**src/cdto_pkg.sv**
```systemverilog
// Constants and types for the first output port timing override bank
package cdto_pkg;

   // Bank geometry
   localparam int unsigned NUM_PARAMS = 6;
   localparam int unsigned VAL_W      = 7;
   localparam int unsigned REG_W      = 8;
   localparam int unsigned FORCE_BIT  = 7;

   // Register indices, then the slot count; byte address is four times the index
   localparam logic [7:0] IDX_CLK_PREPARE  = 8'h40;
   localparam logic [7:0] IDX_CLK_ZERO     = 8'h41;
   localparam logic [7:0] IDX_CLK_TRAIL    = 8'h42;
   localparam logic [7:0] IDX_CLK_POST     = 8'h43;
   localparam logic [7:0] IDX_DATA_PREPARE = 8'h44;
   localparam logic [7:0] IDX_DATA_ZERO    = 8'h45;
   localparam logic [7:0] IDX_COUNT        = 8'h06;

   // Reset values
   localparam logic [7:0]  REG_RESET   = 8'h00;
   localparam logic [6:0]  VAL_RESET   = 7'h00;
   localparam logic [31:0] RDATA_RESET = 32'h0000_0000;

   // AHB-Lite encodings
   localparam logic [2:0]  HSIZE_WORD  = 3'h2;
   localparam logic        HRESP_OKAY  = 1'b0;
   localparam logic [21:0] ADDR_HI_ZERO = 22'h00_0000;

   // Bus slave states, one-hot
   typedef enum logic [3:0] {
      ST_IDLE   = 4'h1,
      ST_WRITE  = 4'h2,
      ST_RDWAIT = 4'h4,
      ST_RDONE  = 4'h8
   } cdto_bus_state_t;

endpackage

```
**src/cdto_timing_cell.sv**
```systemverilog
// One timing register: force bit, forced value, captured automatic value
`timescale 1ns/1ps
`default_nettype none

module cdto_timing_cell (
   // Clock and reset
   input  wire logic                      sys_clk,
   input  wire logic                      rst,
   // Register access
   input  wire logic                      wr_en,
   input  wire logic [cdto_pkg::REG_W-1:0] wr_data,
   output logic      [cdto_pkg::REG_W-1:0] rd_data,
   // Timing values
   input  wire logic [cdto_pkg::VAL_W-1:0] auto_in,
   output logic                           force_en,
   output logic      [cdto_pkg::VAL_W-1:0] eff_value
);
   import cdto_pkg::*;

   logic             force_q;
   logic [VAL_W-1:0] value_q;
   logic [VAL_W-1:0] auto_q;
   logic [VAL_W-1:0] eff_q;

   // Force bit always writable
   always_ff @(posedge sys_clk) begin
      if (rst) begin
         force_q <= 1'b0;
      end else if (wr_en) begin
         force_q <= wr_data[FORCE_BIT];
      end
   end

   // Value field stored only by a write that leaves the force bit set
   always_ff @(posedge sys_clk) begin
      if (rst) begin
         value_q <= VAL_RESET;
      end else if (wr_en && wr_data[FORCE_BIT]) begin
         value_q <= wr_data[VAL_W-1:0];
      end
   end

   // Capture of the computed value; reset to zero so reads start at zero
   always_ff @(posedge sys_clk) begin
      if (rst) begin
         auto_q <= VAL_RESET;
      end else begin
         auto_q <= auto_in;
      end
   end

   // Effective value for the transmit sequencer, registered
   always_ff @(posedge sys_clk) begin
      if (rst) begin
         eff_q <= VAL_RESET;
      end else begin
         eff_q <= force_q ? value_q : auto_q;
      end
   end

   // Read shows automatic value unless forced
   assign rd_data   = {force_q, (force_q ? value_q : auto_q)};
   assign force_en  = force_q;
   assign eff_value = eff_q;

   property p_auto_ignores_write;
      @(posedge sys_clk) disable iff (rst)
      (wr_en && !wr_data[FORCE_BIT]) |=> ($stable(value_q) && rd_data == {1'b0, auto_q});
   endproperty
   a_auto_ignores_write: assert property (p_auto_ignores_write)
      else $error("value field changed by write with force clear");

   property p_force_write_kept;
      @(posedge sys_clk) disable iff (rst)
      (wr_en && wr_data[FORCE_BIT]) ##1 !wr_en |-> rd_data == $past(wr_data);
   endproperty
   a_force_write_kept: assert property (p_force_write_kept)
      else $error("forced write not read back");

   property p_reset_zero;
      @(posedge sys_clk) $past(rst) |-> (rd_data == REG_RESET && eff_value == VAL_RESET);
   endproperty
   a_reset_zero: assert property (p_reset_zero)
      else $error("register not zero after reset");

   property p_eff_follows;
      @(posedge sys_clk) disable iff (rst)
      !$past(rst) |-> eff_value == $past(rd_data[VAL_W-1:0]);
   endproperty
   a_eff_follows: assert property (p_eff_follows)
      else $error("effective value does not follow register");

endmodule

`default_nettype wire

```
**src/cdto_regbank.sv**
```systemverilog
// AHB-Lite bank of six D-PHY timing override registers for the first output port
`timescale 1ns/1ps
`default_nettype none

// Contract
// - Clock-prepare: force bit 0 uses computed value, 1 uses bits 6:0.
// - Clock-zero: force bit 0 uses computed value, 1 uses bits 6:0.
// - Clock-trail: force bit 0 uses computed value, 1 uses bits 6:0.
// - Clock-post: force bit 0 uses computed value, 1 uses bits 6:0.
// - Data-prepare: force bit 0 uses computed value, 1 uses bits 6:0.
// - Data-zero: force bit 0 uses computed value, 1 uses bits 6:0.
// - Force bit clear: value field ignores writes, reads computed value.
// - Force bit set: value field takes writes, reads and applies stored value.
// - After reset every register reads zero, all parameters automatic.
module cdto_regbank (
   // Clock and reset
   input  wire logic                      sys_clk,
   input  wire logic                      rst,
   // AHB-Lite slave
   input  wire logic                      hsel,
   input  wire logic [31:0]               haddr,
   input  wire logic [1:0]                htrans,
   input  wire logic                      hwrite,
   input  wire logic [2:0]                hsize,
   input  wire logic [31:0]               hwdata,
   input  wire logic                      hready,
   output logic                           hreadyout,
   output logic                           hresp,
   output logic      [31:0]               hrdata,
   // Computed timing values from the port's timing calculator
   input  wire logic [cdto_pkg::VAL_W-1:0] clk_prepare_auto,
   input  wire logic [cdto_pkg::VAL_W-1:0] clk_zero_auto,
   input  wire logic [cdto_pkg::VAL_W-1:0] clk_trail_auto,
   input  wire logic [cdto_pkg::VAL_W-1:0] clk_post_auto,
   input  wire logic [cdto_pkg::VAL_W-1:0] data_prepare_auto,
   input  wire logic [cdto_pkg::VAL_W-1:0] data_zero_auto,
   // Effective timing values to the transmit sequencer
   output logic      [cdto_pkg::VAL_W-1:0] clk_prepare_value,
   output logic      [cdto_pkg::VAL_W-1:0] clk_zero_value,
   output logic      [cdto_pkg::VAL_W-1:0] clk_trail_value,
   output logic      [cdto_pkg::VAL_W-1:0] clk_post_value,
   output logic      [cdto_pkg::VAL_W-1:0] data_prepare_value,
   output logic      [cdto_pkg::VAL_W-1:0] data_zero_value,
   // Force flags, for status and the sequencer
   output logic                           clk_prepare_force_en,
   output logic                           clk_zero_force_en,
   output logic                           clk_trail_force_en,
   output logic                           clk_post_force_en,
   output logic                           data_prepare_force_en,
   output logic                           data_zero_force_en
);
   import cdto_pkg::*;

   // Per-parameter wiring
   logic [VAL_W-1:0] auto_w  [NUM_PARAMS];
   logic [VAL_W-1:0] eff_w   [NUM_PARAMS];
   logic [REG_W-1:0] rdata_w [NUM_PARAMS];
   logic             force_w [NUM_PARAMS];
   logic             wr_en_w [NUM_PARAMS];

   // Bus state
   cdto_bus_state_t state_q;
   cdto_bus_state_t state_d;
   logic [2:0]      dp_slot_q;
   logic            dp_hit_q;
   logic [31:0]     hrdata_q;

   // Address phase decode
   logic       addr_take;
   logic       addr_hit;
   logic [7:0] slot_raw;

   // Gather the computed values in bank order
   assign auto_w[0] = clk_prepare_auto;
   assign auto_w[1] = clk_zero_auto;
   assign auto_w[2] = clk_trail_auto;
   assign auto_w[3] = clk_post_auto;
   assign auto_w[4] = data_prepare_auto;
   assign auto_w[5] = data_zero_auto;

   // Effective values out, each straight from a cell flip-flop
   assign clk_prepare_value  = eff_w[0];
   assign clk_zero_value     = eff_w[1];
   assign clk_trail_value    = eff_w[2];
   assign clk_post_value     = eff_w[3];
   assign data_prepare_value = eff_w[4];
   assign data_zero_value    = eff_w[5];

   // Force flags out
   assign clk_prepare_force_en  = force_w[0];
   assign clk_zero_force_en     = force_w[1];
   assign clk_trail_force_en    = force_w[2];
   assign clk_post_force_en     = force_w[3];
   assign data_prepare_force_en = force_w[4];
   assign data_zero_force_en    = force_w[5];

   // Address phase: only whole-word accesses to the six slots are mapped
   assign addr_take = hsel && htrans[1] && hready;
   assign slot_raw  = haddr[9:2] - IDX_CLK_PREPARE;
   assign addr_hit  = (haddr[31:10] == ADDR_HI_ZERO) && (haddr[1:0] == 2'b00)
                      && (slot_raw < IDX_COUNT) && (hsize == HSIZE_WORD);

   // Next bus state; a read takes one wait state so read data is registered
   always_comb begin
      state_d = ST_IDLE;
      case (state_q)
         ST_IDLE, ST_WRITE, ST_RDONE: begin
            if (addr_take) begin
               state_d = hwrite ? ST_WRITE : ST_RDWAIT;
            end else begin
               state_d = ST_IDLE;
            end
         end
         ST_RDWAIT: begin
            state_d = ST_RDONE;
         end
         default: begin
            state_d = ST_IDLE;
         end
      endcase
   end

   // Bus state register
   always_ff @(posedge sys_clk) begin
      if (rst) begin
         state_q <= ST_IDLE;
      end else begin
         state_q <= state_d;
      end
   end

   // Data phase target, latched at the end of the address phase
   always_ff @(posedge sys_clk) begin
      if (rst) begin
         dp_slot_q <= 3'h0;
         dp_hit_q  <= 1'b0;
      end else if (addr_take) begin
         dp_slot_q <= slot_raw[2:0];
         dp_hit_q  <= addr_hit;
      end
   end

   // Read data; unmapped addresses read zero
   always_ff @(posedge sys_clk) begin
      if (rst) begin
         hrdata_q <= RDATA_RESET;
      end else if (state_q == ST_RDWAIT) begin
         hrdata_q <= dp_hit_q ? {24'h00_0000, rdata_w[dp_slot_q]} : RDATA_RESET;
      end
   end

   // Handshake: low only in the read wait state
   assign hreadyout = (state_q != ST_RDWAIT);
   assign hresp     = HRESP_OKAY;
   assign hrdata    = hrdata_q;

   // Reads cost exactly one wait state; a master polling ready relies on it ending
   property p_read_one_wait;
      @(posedge sys_clk) disable iff (rst)
      (addr_take && !hwrite) |=> !hreadyout ##1 hreadyout;
   endproperty
   a_read_one_wait: assert property (p_read_one_wait)
      else $error("read wait state not exactly one cycle");

   // Writes complete with no wait state
   property p_write_no_wait;
      @(posedge sys_clk) disable iff (rst)
      (addr_take && hwrite) |=> hreadyout;
   endproperty
   a_write_no_wait: assert property (p_write_no_wait)
      else $error("write data phase stalled");

   // A mapped read returns the addressed register as it stood in the wait state
   property p_read_data;
      @(posedge sys_clk) disable iff (rst)
      (state_q == ST_RDWAIT && dp_hit_q) |=> hrdata == {24'h00_0000, $past(rdata_w[dp_slot_q])};
   endproperty
   a_read_data: assert property (p_read_data)
      else $error("read data differs from addressed register");

   // Out of reset the bus is ready and read data is zero
   property p_reset_bus;
      @(posedge sys_clk) rst |=> hreadyout && hrdata == RDATA_RESET;
   endproperty
   a_reset_bus: assert property (p_reset_bus)
      else $error("bus not idle after reset");

   // One register cell per timing parameter
   genvar gi;
   generate
      for (gi = 0; gi < NUM_PARAMS; gi++) begin : g_cell
         // Write lands in the data phase; upper hwdata bits are dropped
         assign wr_en_w[gi] = (state_q == ST_WRITE) && dp_hit_q && (dp_slot_q == 3'(gi));

         cdto_timing_cell u_cell (
            .sys_clk   (sys_clk),
            .rst       (rst),
            .wr_en     (wr_en_w[gi]),
            .wr_data   (hwdata[REG_W-1:0]),
            .rd_data   (rdata_w[gi]),
            .auto_in   (auto_w[gi]),
            .force_en  (force_w[gi]),
            .eff_value (eff_w[gi])
         );

         // Auto mode reads show the computed input one edge back
         property p_read_auto;
            @(posedge sys_clk) disable iff (rst)
            (!$past(rst) && !force_w[gi]) |-> rdata_w[gi] == {1'b0, $past(auto_w[gi])};
         endproperty
         a_read_auto: assert property (p_read_auto)
            else $error("auto mode read does not show computed value");

         // A write with force clear leaves the field showing the computed value
         property p_write_dropped;
            @(posedge sys_clk) disable iff (rst)
            (wr_en_w[gi] && !hwdata[FORCE_BIT]) |=> rdata_w[gi] == {1'b0, $past(auto_w[gi])};
         endproperty
         a_write_dropped: assert property (p_write_dropped)
            else $error("value write taken with force clear");

         // A write with force set is read back whole on the next cycle
         property p_write_taken;
            @(posedge sys_clk) disable iff (rst)
            (wr_en_w[gi] && hwdata[FORCE_BIT]) |=> rdata_w[gi] == $past(hwdata[REG_W-1:0]);
         endproperty
         a_write_taken: assert property (p_write_taken)
            else $error("forced write not read back");

         // Unforced, the sequencer sees the computed input two edges late
         property p_eff_auto;
            @(posedge sys_clk) disable iff (rst)
            (!$past(rst) && !$past(rst, 2) && !$past(force_w[gi]))
               |-> eff_w[gi] == $past(auto_w[gi], 2);
         endproperty
         a_eff_auto: assert property (p_eff_auto)
            else $error("sequencer value does not follow computed value");

         // Forced, the sequencer sees the written value one edge after it reads back
         property p_eff_forced;
            @(posedge sys_clk) disable iff (rst)
            (wr_en_w[gi] && hwdata[FORCE_BIT]) ##1 !wr_en_w[gi]
               |=> force_w[gi] && eff_w[gi] == $past(hwdata[VAL_W-1:0], 2);
         endproperty
         a_eff_forced: assert property (p_eff_forced)
            else $error("sequencer value does not apply forced write");

         // Reset clears force, field and sequencer value alike
         property p_reset_clear;
            @(posedge sys_clk) rst |=> !force_w[gi] && rdata_w[gi] == REG_RESET && eff_w[gi] == VAL_RESET;
         endproperty
         a_reset_clear: assert property (p_reset_clear)
            else $error("register not cleared by reset");
      end
   endgenerate

   // Effective value is the force-selected source, two edges behind the input
   property p_clk_prepare_sel;
      @(posedge sys_clk) disable iff (rst)
      (!$past(rst) && !$past(rst, 2) && !$past(clk_prepare_force_en))
         |-> clk_prepare_value == $past(clk_prepare_auto, 2);
   endproperty
   a_clk_prepare_sel: assert property (p_clk_prepare_sel)
      else $error("clock-prepare does not follow computed value");

   property p_clk_zero_sel;
      @(posedge sys_clk) disable iff (rst)
      (!$past(rst) && $past(clk_zero_force_en))
         |-> clk_zero_value == $past(rdata_w[1][VAL_W-1:0]);
   endproperty
   a_clk_zero_sel: assert property (p_clk_zero_sel)
      else $error("clock-zero does not apply forced value");

   property p_clk_trail_sel;
      @(posedge sys_clk) disable iff (rst)
      (!$past(rst) && !$past(rst, 2) && !$past(clk_trail_force_en))
         |-> clk_trail_value == $past(clk_trail_auto, 2);
   endproperty
   a_clk_trail_sel: assert property (p_clk_trail_sel)
      else $error("clock-trail does not follow computed value");

   property p_clk_post_sel;
      @(posedge sys_clk) disable iff (rst)
      (wr_en_w[3] && hwdata[FORCE_BIT]) ##1 !wr_en_w[3] ##1 !wr_en_w[3]
         |-> clk_post_force_en && clk_post_value == $past(hwdata[VAL_W-1:0], 2);
   endproperty
   a_clk_post_sel: assert property (p_clk_post_sel)
      else $error("clock-post forced write not applied");

   property p_data_prepare_sel;
      @(posedge sys_clk) disable iff (rst)
      (!$past(rst) && !$past(rst, 2) && !$past(data_prepare_force_en))
         |-> data_prepare_value == $past(data_prepare_auto, 2);
   endproperty
   a_data_prepare_sel: assert property (p_data_prepare_sel)
      else $error("data-prepare does not follow computed value");

   property p_data_zero_sel;
      @(posedge sys_clk) disable iff (rst)
      (wr_en_w[5] && hwdata[FORCE_BIT]) ##1 !wr_en_w[5] ##1 !wr_en_w[5]
         |-> data_zero_force_en && data_zero_value == $past(hwdata[VAL_W-1:0], 2);
   endproperty
   a_data_zero_sel: assert property (p_data_zero_sel)
      else $error("data-zero forced write not applied");

endmodule

`default_nettype wire

```
**config.mk**
```make
export PLATFORM = sky130hd
export DESIGN_NAME = cdto_regbank
export DESIGN_NICKNAME = d
export VERILOG_FILES = /design/src/cdto_pkg.sv /design/src/cdto_timing_cell.sv /design/src/cdto_regbank.sv
export SDC_FILE = /design/constraint.sdc
export NUM_CORES = 1
export LEC_CHECK = 0
export ABC_AREA = 1
export BUFFER_PORTS_ARGS = -buffer_cell sky130_fd_sc_hd__buf_2
export CELL_PAD_IN_SITES_DETAIL_PLACEMENT = 1
export CELL_PAD_IN_SITES_GLOBAL_PLACEMENT = 1
export CORE_UTILIZATION = 28
export DETAILED_ROUTE_END_ITERATION = 10
export PLACE_DENSITY_LB_ADDON = 0.1
export SKIP_CTS_REPAIR_TIMING = 1
export SKIP_LAST_GASP = 1
export SLEW_MARGIN = 15
export SYNTH_ARGS = -nofsm -noshare
export SYNTH_HDL_FRONTEND = slang
export SYNTH_HIERARCHICAL = 1
export SYNTH_SLANG_ARGS = --single-unit
```
**constraint.sdc**
```tcl
create_clock -name sys_clk -period 3.9 [get_ports sys_clk]
set_input_delay 0.585 -clock sys_clk [delete_from_list [all_inputs] [get_ports sys_clk]]
set_output_delay 0.585 -clock sys_clk [all_outputs]
set_load 0.01 [all_outputs]
```
==> impl_results.html, run 1 <==
<table>
<tr><th>Metric</th><th>Value</th></tr>
<tr><th colspan="2">Floorplan</th></tr>
<tr><td>Die Y</td><td>approximately 150 um</td></tr>
<tr><td>Die Span X</td><td>152 um</td></tr>
<tr><td>I/O pin cnt</td><td>between 150 and 200</td></tr>
<tr><td>Die footprint</td><td>between 20,000 and 25,000 um2</td></tr>
<tr><td>Standard-cell row count</td><td>54</td></tr>
<tr><td>CORE AREA</td><td>~22,000 um2</td></tr>
<tr><td>Effective utilization at floorplan</td><td>0.286</td></tr>
<tr><th colspan="2">Yosys</th></tr>
<tr><td>Share of synthesized area occupied by flip-flops and latches</td><td>0.472</td></tr>
<tr><td>Cells after Synth</td><td>918</td></tr>
<tr><td>Count of flip-flops with a built-in enable after synthesis</td><td>0</td></tr>
<tr><td>Most common cell in the synthesized netlist</td><td>sky130_fd_sc_hd__nand2_1</td></tr>
<tr><td>Most frequent cells after synthesis</td><td>sky130_fd_sc_hd__nand2_1, sky130_fd_sc_hd__nor2_1, sky130_fd_sc_hd__dfxtp_1</td></tr>
<tr><td>Largest area contributor in the netlist</td><td>sky130_fd_sc_hd__dfxtp_1</td></tr>
<tr><td>Distinct cell type count of the synthesized netlist</td><td>21</td></tr>
<tr><td>Most instantiated flip-flop cell in the synthesis netlist</td><td>sky130_fd_sc_hd__dfxtp_1</td></tr>
<tr><td>Yosys warns</td><td>6</td></tr>
<tr><td>Proportion of netlist area held by the largest area contributor</td><td>0.472</td></tr>
<tr><td>Post-synthesis async set-or-reset flop share</td><td>0</td></tr>
<tr><td>Leading cell types by total area after synthesis</td><td>sky130_fd_sc_hd__dfxtp_1, sky130_fd_sc_hd__nand2_1, sky130_fd_sc_hd__nor2_1, sky130_fd_sc_hd__inv_1, sky130_fd_sc_hd__a21oi_1</td></tr>
<tr><td>Post-Synthesis Mean Instance Area</td><td>a little under 7 um2</td></tr>
<tr><td>Flip-flop and latch count after synthesis</td><td>148</td></tr>
<tr><td>Netlist area before placement</td><td>around 6300 um2</td></tr>
<tr><th colspan="2">Setup path</th></tr>
<tr><td>Setup CP Type</td><td>flip-flop to flip-flop</td></tr>
<tr><td>Setup crit start kind</td><td>flip-flop</td></tr>
<tr><td>Data arrival time of the critical path</td><td>2.69 ns</td></tr>
<tr><td>Critical Path, Cell by Cell</td><td>inv_2 -&gt; nor2_2 -&gt; inv_1 -&gt; nor3_1 -&gt; nand2_2 -&gt; nor2_1 -&gt; nor2_1</td></tr>
<tr><td>Worst path buffer plus inverter count</td><td>2</td></tr>
<tr><td>Maximum net fanout on the critical path</td><td>21</td></tr>
<tr><td>Standard cell with the maximum stage delay on the critical path</td><td>sky130_fd_sc_hd__dfxtp_1</td></tr>
<tr><td>Critical Path End Type</td><td>flip-flop</td></tr>
<tr><td>Most frequent cell on the critical path</td><td>sky130_fd_sc_hd__nor2_1</td></tr>
<tr><td>Largest incremental delay on the critical path</td><td>about 0.83 ns</td></tr>
<tr><td>Family of cells with the greatest summed delay on the critical path</td><td>simple AND/OR/NAND/NOR gates</td></tr>
<tr><td>Req. time, crit path</td><td>roughly 4.2 ns</td></tr>
<tr><th colspan="2">Route</th></tr>
<tr><td>Final wirelength</td><td>roughly 18,000 um</td></tr>
<tr><td>DR pass1 iterations</td><td>4</td></tr>
<tr><td>Residual antenna-violating net count after detailed routing</td><td>0</td></tr>
<tr><td>Final routed DRC violation total</td><td>0</td></tr>
<tr><td>Detailed router's first-iteration violation count</td><td>228</td></tr>
<tr><td>Routed WL per cell</td><td>13.4 um</td></tr>
<tr><td>Routed via count</td><td>roughly 5,600</td></tr>
<tr><td>Routed vias/inst</td><td>roughly 4.2</td></tr>
<tr><th colspan="2">STA</th></tr>
<tr><td>Final number of max-transition violations</td><td>0</td></tr>
<tr><td>Tightest Pin Transition</td><td>0.789 ns</td></tr>
<tr><td>Hold Vio Cnt, Final</td><td>0</td></tr>
<tr><td>Setup-violating endpoint count in the final report</td><td>0</td></tr>
<tr><td>Share of the cycle needed by the critical path after routing</td><td>0.608</td></tr>
<tr><td>Max Fclk</td><td>between 400 and 500 MHz</td></tr>
<tr><td>Unrepaired setup endpoints after global routing</td><td>false</td></tr>
<tr><td>Final critical path time including I/O delays and setup</td><td>around 2.4 ns</td></tr>
<tr><td>Final TNS setup</td><td>0 ns</td></tr>
<tr><td>Relative slew margins</td><td>0.473</td></tr>
<tr><td>Clock skew after layout</td><td>around 0.0073 ns</td></tr>
<tr><th colspan="2">Final layout</th></tr>
<tr><td>Combined flip-flop and latch cell area</td><td>~3000 um2</td></tr>
<tr><td>Area added between synthesis and finish</td><td>20.7%</td></tr>
<tr><td>Filler cell count</td><td>roughly 2,800</td></tr>
<tr><td>Share of layout cells above drive strength 1</td><td>0.194</td></tr>
<tr><td>Ant. Diodes</td><td>0</td></tr>
<tr><td>Final net count</td><td>roughly 1,200</td></tr>
<tr><td>Area used by multi-input combinational logic</td><td>between 2000 and 2500 um2</td></tr>
<tr><th colspan="2">Power</th></tr>
<tr><td>Maximum VDD drop</td><td>roughly 240 uV</td></tr>
<tr><td>PnR Total Power</td><td>about 3.4 mW</td></tr>
<tr><td>Power per unit of standard cell area</td><td>451 nW/um2</td></tr>
<tr><td>Static leakage</td><td>3.98 nW</td></tr>
<tr><th colspan="2">CTS</th></tr>
<tr><td>Clk pin slew, worst setup/hold paths</td><td>~0.060 ns</td></tr>
<tr><td>CTS root buf</td><td>sky130_fd_sc_hd__clkbuf_16</td></tr>
<tr><td>H-tree lvl count</td><td>4</td></tr>
<tr><td>Buffers from clock root to sink, at most</td><td>2</td></tr>
<tr><td>Worst skew pair latency</td><td>around 0.43 ns</td></tr>
<tr><td>TritonCTS clock tree</td><td>done</td></tr>
<tr><td>Total clock sinks</td><td>approximately 150</td></tr>
<tr><td>Number of CTS-inserted buffers</td><td>17</td></tr>
<tr><th colspan="2">Global route</th></tr>
<tr><td>Total GRT Usage</td><td>0.163</td></tr>
<tr><td>Met2 track demand over resource</td><td>0.255</td></tr>
<tr><td>Met3 global-route usage</td><td>0.0365</td></tr>
<tr><td>Antenna violations before repair</td><td>0</td></tr>
<tr><td>Via count of the first global-routing pass</td><td>about 5,200</td></tr>
<tr><td>Global route overflow</td><td>0</td></tr>
<tr><td>Grt met1 use</td><td>0.223</td></tr>
<tr><td>Global-route wire length before repair</td><td>around 28,000 um</td></tr>
<tr><td>Global-route layer with the greatest usage</td><td>met2</td></tr>
<tr><td>Maximum number of pins on one net before global-route repair</td><td>62</td></tr>
<tr><th colspan="2">Placement</th></tr>
<tr><td># port buffers</td><td>approximately 150</td></tr>
<tr><td>Placer Congestion</td><td>~0.77</td></tr>
<tr><td>DP Wirelength</td><td>approximately 13,000 um</td></tr>
<tr><th colspan="2">Hold path</th></tr>
<tr><td>Type of the most critical hold path</td><td>input pin to flip-flop</td></tr>
<tr><th colspan="2">Status</th></tr>
<tr><td>Result of the run</td><td>finished, final reports clean</td></tr>
<tr><th colspan="2">Flow run</th></tr>
<tr><td>Count of max-cap constraint violations</td><td>0</td></tr>
</table>
kinds of logic after synthesis:
family / count (synthesis) / share of synthesized area
and+or+nand+nor: 524 / 0.334
other: 1 / 0.000598
buffers and inverters: 189 / 0.149
DFF: 148 / 0.472
AOI/OAI and AO/OA: 56 / 0.0447
registers in the layout (all words and copies together), names as in the netlist:
register and cells:
hrdata 8, dp_hit_q 1, g_cell.u_cell/force_en 6, state_q 4, g_cell.u_cell/eff_value 42, g_cell.u_cell/value_q 42
dp_slot_q 3, g_cell.u_cell/auto_q 42
through the flow:
stage                     cell area (um2)  std cells  hold WS, ns  worst slack (ns)  utilization
after floorplan                      6360        942        0.446              2.32            -
after global placement               7000       1306        0.466              1.60        0.320
after detailed placement             7000       1306        0.464              1.58        0.320
after CTS                            7570       1337        0.320              1.55        0.346
after global routing                 7570       1337        0.347              1.22        0.346
final                                7570       1337        0.338              1.53        0.346
cell type report:
class,instances,share of cell area
Timing Repair Buffer,149,0.0995
Clock buffer,22,0.0613
Sequential cell,148,0.392
Clock inverter,9,0.0139
Inverter,124,0.0615
Tap cell,280,0.0463
Multi-Input combinational cell,605,0.326
power breakdown:
group          internal [mW]  switching (mW)
sequential              1.56          0.0186
clock                  0.969           0.635
combinational         0.0832           0.155
path summary, 6_finish.rpt:
kind	startpoint	depth (start not counted)	end	slack, ns
worst min-delay path	hwrite	2	state_q[2]$_SDFF_PP0_	0.34
worst max-delay path	dp_slot_q[0]$_SDFFE_PP0N_	7	g_cell[5].u_cell/value_q[1]$_SDFFE_PP0P_	1.53
worst max register to register	dp_slot_q[0]$_SDFFE_PP0N_	7	g_cell[5].u_cell/value_q[1]$_SDFFE_PP0P_	1.53
worst min register to register	g_cell[5].u_cell/auto_q[4]$_SDFF_PP0_	2	g_cell[5].u_cell/eff_value[4]$_SDFF_PP0_	0.47
worst reg2reg max path: cells and delay by family (launching register included):
family / cells / cell delay [ns]
simple gates: 5 / 1.06
buf+inv: 2 / 0.38
flops: 1 / 0.83
cells in the final DEF, fill, tap and decap left out, drive strengths merged:
master    instances
nand2           271
nor2            197
buf             149
dfxtp           148
inv             124
a21oi            52
nand3            45
conb             25
clkbuf           22
nor3              6
clkinv            6
o21ai             4
nand4             3
bufinv            2
nor3b             1
or2               1
clkinvlp          1
per-layer routing:
metal | up-vias | routed length, um
li1 | 2935 | -
met1 | 2489 | 8890
met2 | 126 | 7980
met3 | 15 | 873
met4 | 0 | 216
met5 | - | 0
No activity file was read; power rests on OpenSTA's default activity.
==> inputs of run 2 (changes only) <==
clock period = 2.4 ns   (was 3.9 ns; I/O delays follow)
==> impl_results.html, run 2 (synthesis gave the netlist of run 1 again) <==
<table>
<tr><th>Metric</th><th>Value</th></tr>
<tr><th colspan="2">STA</th></tr>
<tr><td>Setup-violating endpoint count in the final report</td><td>0 (unchanged)</td></tr>
<tr><td>Final critical path time including I/O delays and setup</td><td>1.83 ns (was 2.37 ns)</td></tr>
<tr><td>Tightest Pin Transition</td><td>0.570 ns (was 0.789 ns)</td></tr>
<tr><td>Final number of max-transition violations</td><td>0 (unchanged)</td></tr>
<tr><td>Unrepaired setup endpoints after global routing</td><td>false (unchanged)</td></tr>
<tr><td>Clock skew after layout</td><td>0.00877 ns (was 0.00732 ns)</td></tr>
<tr><td>Hold Vio Cnt, Final</td><td>0 (unchanged)</td></tr>
<tr><td>Share of the cycle needed by the critical path after routing</td><td>0.763 (was 0.608)</td></tr>
<tr><td>Hold_ws</td><td>0.113 ns (was 0.338 ns)</td></tr>
<tr><td>Final TNS setup</td><td>0 ns (unchanged)</td></tr>
<tr><td>Max Fclk</td><td>546 MHz (was 421 MHz)</td></tr>
<tr><td>Relative slew margins</td><td>0.620 (was 0.473)</td></tr>
<tr><th colspan="2">Setup path</th></tr>
<tr><td>Worst path buffer plus inverter count</td><td>0 (was 2)</td></tr>
<tr><td>Standard cell with the maximum stage delay on the critical path</td><td>sky130_fd_sc_hd__dfxtp_1 (unchanged)</td></tr>
<tr><td>Data arrival time of the critical path</td><td>2.14 ns (was 2.69 ns)</td></tr>
<tr><td>Req. time, crit path</td><td>2.71 ns (was 4.22 ns)</td></tr>
<tr><td>Setup crit start kind</td><td>flip-flop (unchanged)</td></tr>
<tr><td>Family of cells with the greatest summed delay on the critical path</td><td>simple AND/OR/NAND/NOR gates (unchanged)</td></tr>
<tr><td>Maximum net fanout on the critical path</td><td>15 (was 21)</td></tr>
<tr><td>Setup CP Type</td><td>flip-flop to flip-flop (unchanged)</td></tr>
<tr><td>Critical Path, Cell by Cell</td><td>nor3_1 -&gt; nand4_1 -&gt; nor3_1 -&gt; nand2_2 -&gt; nor2_1 -&gt; nor2_1 (was inv_2 -&gt; nor2_2 -&gt; inv_1 -&gt; nor3_1 -&gt; nand2_2 -&gt; nor2_1 -&gt; nor2_1)</td></tr>
<tr><td>Largest incremental delay on the critical path</td><td>0.34 ns (was 0.83 ns)</td></tr>
<tr><td>Critical Path End Type</td><td>flip-flop (unchanged)</td></tr>
<tr><th colspan="2">Final layout</th></tr>
<tr><td>Area added between synthesis and finish</td><td>23.4% (was 20.7%)</td></tr>
<tr><td>Final net count</td><td>1,175 (was 1,161)</td></tr>
<tr><td>Filler cell count</td><td>2,837 (was 2,828)</td></tr>
<tr><td>Ant. Diodes</td><td>0 (unchanged)</td></tr>
<tr><td>Combined flip-flop and latch cell area</td><td>2960 um2 (unchanged)</td></tr>
<tr><td>Area used by multi-input combinational logic</td><td>2470 um2 (unchanged)</td></tr>
<tr><td>Top library cells by usage in the layout, fill and taps aside</td><td>sky130_fd_sc_hd__nand2_1, sky130_fd_sc_hd__nor2_1, sky130_fd_sc_hd__dfxtp_1 (unchanged)</td></tr>
<tr><td>Share of layout cells above drive strength 1</td><td>0.207 (was 0.194)</td></tr>
<tr><td>Most common cell after layout, fill and taps aside</td><td>sky130_fd_sc_hd__nand2_1 (unchanged)</td></tr>
<tr><th colspan="2">Floorplan</th></tr>
<tr><td>CORE AREA</td><td>21,900 um2 (unchanged)</td></tr>
<tr><td>Die footprint</td><td>23,000 um2 (unchanged)</td></tr>
<tr><td>Effective utilization at floorplan</td><td>0.286 (unchanged)</td></tr>
<tr><td>Die Y</td><td>152 um (unchanged)</td></tr>
<tr><td>Die Span X</td><td>152 um (unchanged)</td></tr>
<tr><td>Standard-cell row count</td><td>54 (unchanged)</td></tr>
<tr><td>I/O pin cnt</td><td>198 (unchanged)</td></tr>
<tr><th colspan="2">Route</th></tr>
<tr><td>Routed via count</td><td>5,649 (was 5,565)</td></tr>
<tr><td>Residual antenna-violating net count after detailed routing</td><td>0 (unchanged)</td></tr>
<tr><td>Final routed DRC violation total</td><td>0 (unchanged)</td></tr>
<tr><td>Detailed router's first-iteration violation count</td><td>185 (was 228)</td></tr>
<tr><td>Routed WL per cell</td><td>13.4 um (about the same)</td></tr>
<tr><td>Routed vias/inst</td><td>4.18 (was 4.16)</td></tr>
<tr><td>Final wirelength</td><td>18,100 um (was 18,000 um)</td></tr>
<tr><td>DR pass1 iterations</td><td>4 (unchanged)</td></tr>
<tr><th colspan="2">Global route</th></tr>
<tr><td>Global route overflow</td><td>0 (unchanged)</td></tr>
<tr><td>Via count of the first global-routing pass</td><td>5,389 (was 5,244)</td></tr>
<tr><td>Total GRT Usage</td><td>0.164 (was 0.163)</td></tr>
<tr><td>Maximum number of pins on one net before global-route repair</td><td>40 (was 62)</td></tr>
<tr><td>Antenna violations before repair</td><td>0 (unchanged)</td></tr>
<tr><td>Global-route wire length before repair</td><td>28,000 um (was 27,900 um)</td></tr>
<tr><th colspan="2">Status</th></tr>
<tr><td>Result of the run</td><td>finished, final reports clean (unchanged)</td></tr>
<tr><th colspan="2">CTS</th></tr>
<tr><td>CTS root buf</td><td>sky130_fd_sc_hd__clkbuf_16 (unchanged)</td></tr>
<tr><td>TritonCTS clock tree</td><td>done (unchanged)</td></tr>
<tr><td>Clk pin slew, worst setup/hold paths</td><td>0.06 ns (about the same)</td></tr>
<tr><td>Worst skew pair latency</td><td>0.42 ns (was 0.43 ns)</td></tr>
<tr><td>Total clock sinks</td><td>148 (unchanged)</td></tr>
<tr><td>Buffers from clock root to sink, at most</td><td>2 (unchanged)</td></tr>
<tr><td>Number of CTS-inserted buffers</td><td>17 (unchanged)</td></tr>
<tr><td>H-tree lvl count</td><td>4 (unchanged)</td></tr>
<tr><th colspan="2">Placement</th></tr>
<tr><td>Placer Congestion</td><td>0.728 (was 0.766)</td></tr>
<tr><td>DP Wirelength</td><td>13,300 um (was 13,200 um)</td></tr>
<tr><td># port buffers</td><td>147 (unchanged)</td></tr>
<tr><th colspan="2">Hold path</th></tr>
<tr><td>Type of the most critical hold path</td><td>input pin to flip-flop (unchanged)</td></tr>
<tr><th colspan="2">Power</th></tr>
<tr><td>Power per unit of standard cell area</td><td>752 nW/um2 (was 451 nW/um2)</td></tr>
<tr><td>Static leakage</td><td>4.07 nW (was 3.98 nW)</td></tr>
<tr><td>Maximum VDD drop</td><td>394 uV (was 244 uV)</td></tr>
<tr><th colspan="2">Flow run</th></tr>
<tr><td>Count of max-cap constraint violations</td><td>0 (unchanged)</td></tr>
</table>
[run 2: final cells by class]
cell class | instances | area share
Multi-Input combinational cell | 605 | 0.319
Tap cell | 280 | 0.0453
Timing Repair Buffer | 163 | 0.111
Inverter | 124 | 0.0602
Sequential cell | 148 | 0.383
Clock buffer | 20 | 0.0590
Clock inverter | 12 | 0.0228
[run 2: where the power goes]
part           switching (mW)  total (mW)  leakage (nW)  internal, mW
clock                    1.07        2.86         0.306          1.80
sequential             0.0221        2.55          1.21          2.53
combinational           0.260       0.408          2.56         0.148
[run 2: path summary, 6_finish.rpt]
kind	startpoint	end	slack, ns	depth (start not counted)
worst max-delay path	state_q[2]$_SDFF_PP0_	g_cell[3].u_cell/value_q[1]$_SDFFE_PP0P_	0.57	6
worst min register to register	g_cell[2].u_cell/auto_q[6]$_SDFF_PP0_	g_cell[2].u_cell/eff_value[6]$_SDFF_PP0_	0.47	2
worst max register to register	state_q[2]$_SDFF_PP0_	g_cell[3].u_cell/value_q[1]$_SDFFE_PP0P_	0.57	6
worst min-delay path	hwrite	state_q[2]$_SDFF_PP0_	0.11	2
[run 2: through the flow]
step | setup slack (ns) | instance area (um2) | std cells | power [mW] | util
final | 0.568 | 7740 | 1352 | 5.82 | 0.353
after global routing | 0.264 | 7740 | 1352 | 6.09 | 0.353
after CTS | 0.529 | 7740 | 1352 | 5.91 | 0.353
after detailed placement | 0.564 | 7100 | 1320 | 3.02 | 0.324
after global placement | 0.613 | 7100 | 1320 | 3.02 | 0.324
after floorplan | 0.816 | 6360 | 942 | 2.85 | -
[run 2: worst register-to-register path, delay by kind of cell, from the launching register on]
family | cells | cell delay (ns)
AND/OR/NAND/NOR | 6 | 1.39
flip-flops | 1 | 0.34
[run 2: metal layers]
layer  part of all wire  vias up  global-route usage
met3              0.051       13              0.0356
met4             0.0091        0              0.0460
met5                  0        -                   0
met2               0.45      134               0.268
li1                   -     2964                   -
met1               0.49     2538               0.215
==> inputs of run 3 (changes only) <==
clock period = 1.7 ns   (was 2.4 ns; I/O delays follow)
==> impl_results.html, run 3 (synthesis gave the netlist of run 1 again) <==
<table>
<tr><th>Metric</th><th>Value</th></tr>
<tr><th colspan="2">STA</th></tr>
<tr><td>Hold Vio Cnt, Final</td><td>0 (unchanged)</td></tr>
<tr><td>Hold_ws</td><td>0.0166 ns (was 0.113 ns)</td></tr>
<tr><td>Final critical path time including I/O delays and setup</td><td>between 1.5 and 2 ns</td></tr>
<tr><td>Min setup slack post-route</td><td>0.115 ns (was 0.568 ns)</td></tr>
<tr><td>Share of the cycle needed by the critical path after routing</td><td>0.932</td></tr>
<tr><td>Max Fclk</td><td>~630 MHz</td></tr>
<tr><td>Clock skew after layout</td><td>0.00598 ns (was 0.00877 ns)</td></tr>
<tr><td>Final number of max-transition violations</td><td>0 (unchanged)</td></tr>
<tr><td>Setup-violating endpoint count in the final report</td><td>0 (unchanged)</td></tr>
<tr><td>Final TNS setup</td><td>0 ns (unchanged)</td></tr>
<tr><th colspan="2">Global route</th></tr>
<tr><td>Global route overflow</td><td>0 (unchanged)</td></tr>
<tr><td>Maximum number of pins on one net before global-route repair</td><td>31 (was 40)</td></tr>
<tr><td>Antenna violations before repair</td><td>0 (unchanged)</td></tr>
<tr><td>Via count of the first global-routing pass</td><td>5,299 (was 5,389)</td></tr>
<tr><td>Total GRT Usage</td><td>0.165 (was 0.164)</td></tr>
<tr><td>Global-route wire length before repair</td><td>28,200 um (was 28,000 um)</td></tr>
<tr><th colspan="2">Floorplan</th></tr>
<tr><td>Die footprint</td><td>23,000 um2 (unchanged)</td></tr>
<tr><td>Die Y</td><td>152 um (unchanged)</td></tr>
<tr><td>CORE AREA</td><td>21,900 um2 (unchanged)</td></tr>
<tr><td>Effective utilization at floorplan</td><td>0.286 (unchanged)</td></tr>
<tr><td>I/O pin cnt</td><td>198 (unchanged)</td></tr>
<tr><td>Standard-cell row count</td><td>54 (unchanged)</td></tr>
<tr><td>Die Span X</td><td>152 um (unchanged)</td></tr>
<tr><th colspan="2">Setup path</th></tr>
<tr><td>Data arrival time of the critical path</td><td>1.33 ns (was 2.14 ns)</td></tr>
<tr><td>R2R Setup Slk</td><td>0.11 ns (was 0.57 ns)</td></tr>
<tr><td>Critical Path, Cell by Cell</td><td>buf_4 -&gt; nor2_2 -&gt; nand3_2 -&gt; buf_2 (was nor3_1 -&gt; nand4_1 -&gt; nor3_1 -&gt; nand2_2 -&gt; nor2_1 -&gt; nor2_1)</td></tr>
<tr><td>Worst path buffer plus inverter count</td><td>2 (was 0)</td></tr>
<tr><td>Setup crit start kind</td><td>flip-flop (unchanged)</td></tr>
<tr><td>Startpoint of the lowest-slack register-to-register path</td><td>state_q[2]$_SDFF_PP0_ (unchanged)</td></tr>
<tr><td>Critical Path End Type</td><td>primary output (was flip-flop)</td></tr>
<tr><td>Maximum net fanout on the critical path</td><td>4 (was 15)</td></tr>
<tr><td>Standard cell with the maximum stage delay on the critical path</td><td>sky130_fd_sc_hd__dfxtp_1 (unchanged)</td></tr>
<tr><td>End of the worst register-to-register path</td><td>g_cell[2].u_cell/value_q[6]$_SDFFE_PP0P_ (was g_cell[3].u_cell/value_q[1]$_SDFFE_PP0P_)</td></tr>
<tr><td>Largest incremental delay on the critical path</td><td>0.31 ns (was 0.34 ns)</td></tr>
<tr><td>Number of cells traversed by the worst register-to-register path</td><td>8 (was 6)</td></tr>
<tr><td>Family of cells with the greatest summed delay on the critical path</td><td>buffers and inverters (was simple AND/OR/NAND/NOR gates)</td></tr>
<tr><td>Setup CP Type</td><td>flip-flop to primary output (was flip-flop to flip-flop)</td></tr>
<tr><td>Req. time, crit path</td><td>1.44 ns (was 2.71 ns)</td></tr>
<tr><th colspan="2">Power</th></tr>
<tr><td>Part of the power in combinational logic</td><td>0.070 (about the same)</td></tr>
<tr><td>Net switching power</td><td>1.94 mW (was 1.35 mW)</td></tr>
<tr><td>Power per unit of standard cell area</td><td>1080 nW/um2 (was 752 nW/um2)</td></tr>
<tr><td>Proportion of power drawn by the clock network</td><td>0.508 (was 0.492)</td></tr>
<tr><td>PnR Total Power</td><td>8.53 mW (was 5.82 mW)</td></tr>
<tr><td>Static leakage</td><td>4.18 nW (was 4.07 nW)</td></tr>
<tr><td>Maximum VDD drop</td><td>502 uV (was 394 uV)</td></tr>
<tr><td>Internal power contribution</td><td>6.59 mW (was 4.47 mW)</td></tr>
<tr><td>Sequential cell fraction of total power</td><td>0.422 (was 0.438)</td></tr>
<tr><td>Net Sw Frac</td><td>0.228 (was 0.232)</td></tr>
<tr><th colspan="2">Status</th></tr>
<tr><td>Result of the run</td><td>finished, final reports clean (unchanged)</td></tr>
<tr><th colspan="2">Route</th></tr>
<tr><td>Routed vias/inst</td><td>4.20 (was 4.18)</td></tr>
<tr><td>Detailed router's first-iteration violation count</td><td>149 (was 185)</td></tr>
<tr><td>Routed WL per cell</td><td>13.8 um (was 13.4 um)</td></tr>
<tr><td>Final routed DRC violation total</td><td>0 (unchanged)</td></tr>
<tr><td>Residual antenna-violating net count after detailed routing</td><td>0 (unchanged)</td></tr>
<tr><td>DR pass1 iterations</td><td>4 (unchanged)</td></tr>
<tr><td>Final wirelength</td><td>18,800 um (was 18,100 um)</td></tr>
<tr><td>Routed via count</td><td>5,723 (was 5,649)</td></tr>
<tr><th colspan="2">Placement</th></tr>
<tr><td>DP Wirelength</td><td>13,600 um (was 13,300 um)</td></tr>
<tr><td>DP Area</td><td>7180 um2 (was 7100 um2)</td></tr>
<tr><td># port buffers</td><td>147 (unchanged)</td></tr>
<tr><td>Placer Congestion</td><td>0.751 (was 0.728)</td></tr>
<tr><td>Post-placement worst setup slack</td><td>0.0202 ns (was 0.564 ns)</td></tr>
<tr><th colspan="2">CTS</th></tr>
<tr><td>Worst skew pair latency</td><td>0.42 ns (about the same)</td></tr>
<tr><td>Clk pin slew, worst setup/hold paths</td><td>0.06 ns (about the same)</td></tr>
<tr><td>CTS root buf</td><td>sky130_fd_sc_hd__clkbuf_16 (unchanged)</td></tr>
<tr><td>TritonCTS clock tree</td><td>done (unchanged)</td></tr>
<tr><td>Buffers from clock root to sink, at most</td><td>2 (unchanged)</td></tr>
<tr><td>Total clock sinks</td><td>148 (unchanged)</td></tr>
<tr><td>H-tree lvl count</td><td>4 (unchanged)</td></tr>
<tr><td>Number of CTS-inserted buffers</td><td>17 (unchanged)</td></tr>
<tr><th colspan="2">Final layout</th></tr>
<tr><td>Top library cells by usage in the layout, fill and taps aside</td><td>sky130_fd_sc_hd__nand2_1, sky130_fd_sc_hd__nor2_1, sky130_fd_sc_hd__dfxtp_1 (unchanged)</td></tr>
<tr><td>Area added between synthesis and finish</td><td>26.4% (was 23.4%)</td></tr>
<tr><td>Final net count</td><td>1,185 (was 1,175)</td></tr>
<tr><td>Summed area of non-filler cells in the final layout</td><td>7930 um2 (was 7740 um2)</td></tr>
<tr><td>Most common cell after layout, fill and taps aside</td><td>sky130_fd_sc_hd__nand2_1 (unchanged)</td></tr>
<tr><td>Share of layout cells above drive strength 1</td><td>0.219 (was 0.207)</td></tr>
<tr><td>Ant. Diodes</td><td>0 (unchanged)</td></tr>
<tr><th colspan="2">Hold path</th></tr>
<tr><td>Worst hold endpoint</td><td>state_q[2]$_SDFF_PP0_ (unchanged)</td></tr>
<tr><td>Hold path start</td><td>hwrite (unchanged)</td></tr>
<tr><td>Number of instances on the worst hold path</td><td>2 (unchanged)</td></tr>
<tr><td>Type of the most critical hold path</td><td>input pin to flip-flop (unchanged)</td></tr>
<tr><th colspan="2">Flow run</th></tr>
<tr><td>Count of max-cap constraint violations</td><td>0 (unchanged)</td></tr>
</table>
run 3: per-stage QoR:
stage / cells / utilization
finish: 1362 / 0.362
global route: 1362 / 0.362
CTS: 1359 / 0.359
detailed placement: 1327 / 0.328
global placement: 1327 / 0.328
floorplan: 942 / -
run 3: how the worst max path moves through the flow:
| stage | from | to | depth (start not counted) | slack [ns] |
|---|---|---|---|---|
| after floorplan | dp_slot_q[2]$_SDFFE_PP0N_ | g_cell[2].u_cell/value_q[0]$_SDFFE_PP0P_ | 9 | 0.12 |
| after global placement | state_q[0]$_SDFF_PP1_ | g_cell[2].u_cell/value_q[3]$_SDFFE_PP0P_ | 6 | 0.04 |
| after detailed placement | state_q[0]$_SDFF_PP1_ | g_cell[2].u_cell/value_q[6]$_SDFFE_PP0P_ | 7 | 0.02 |
| after CTS | state_q[2]$_SDFF_PP0_ | g_cell[2].u_cell/value_q[6]$_SDFFE_PP0P_ | 7 | -0.05 |
| after global routing | state_q[2]$_SDFF_PP0_ | g_cell[2].u_cell/value_q[6]$_SDFFE_PP0P_ | 8 | -0.03 |
| final | state_q[0]$_SDFF_PP1_ | hreadyout | 4 | 0.11 |
run 3: metal layers:
metal | track usage | wire length, um
met5 | 0 | 0
met4 | 0.0460 | 210
met3 | 0.0341 | 875
met2 | 0.262 | 8450
met1 | 0.226 | 9270
run 3: worst register-to-register path, cell delays in order, from the launching register on:
cell and delay (ns):
sky130_fd_sc_hd__dfxtp_1 0.32, sky130_fd_sc_hd__nor3_1 0.24, sky130_fd_sc_hd__nand4_1 0.13, sky130_fd_sc_hd__buf_4 0.18, sky130_fd_sc_hd__nor3_2 0.21, sky130_fd_sc_hd__nand2_4 0.17, sky130_fd_sc_hd__nand2_1 0.10, sky130_fd_sc_hd__nand2_1 0.05
sky130_fd_sc_hd__nor2_1 0.11
run 3: area by class of cell:
cell class | instances | area [um2]
Multi-Input combinational cell | 606 | 2520
Timing Repair Buffer | 172 | 951
Sequential cell | 148 | 2960
Clock buffer | 20 | 447
Inverter | 124 | 465
Fill cell | 2852 | 14000
Clock inverter | 12 | 226
Tap cell | 280 | 350
run 3: power by group through the flow:
stage                     clock network, mW  registers (mW)  logic, mW
after floorplan                           0            3.69      0.332
after global placement                    0            3.67      0.601
after detailed placement                  0            3.67      0.604
after CTS                              4.45            3.60      0.606
after global routing                   4.59            3.60      0.680
final                                  4.33            3.60      0.599
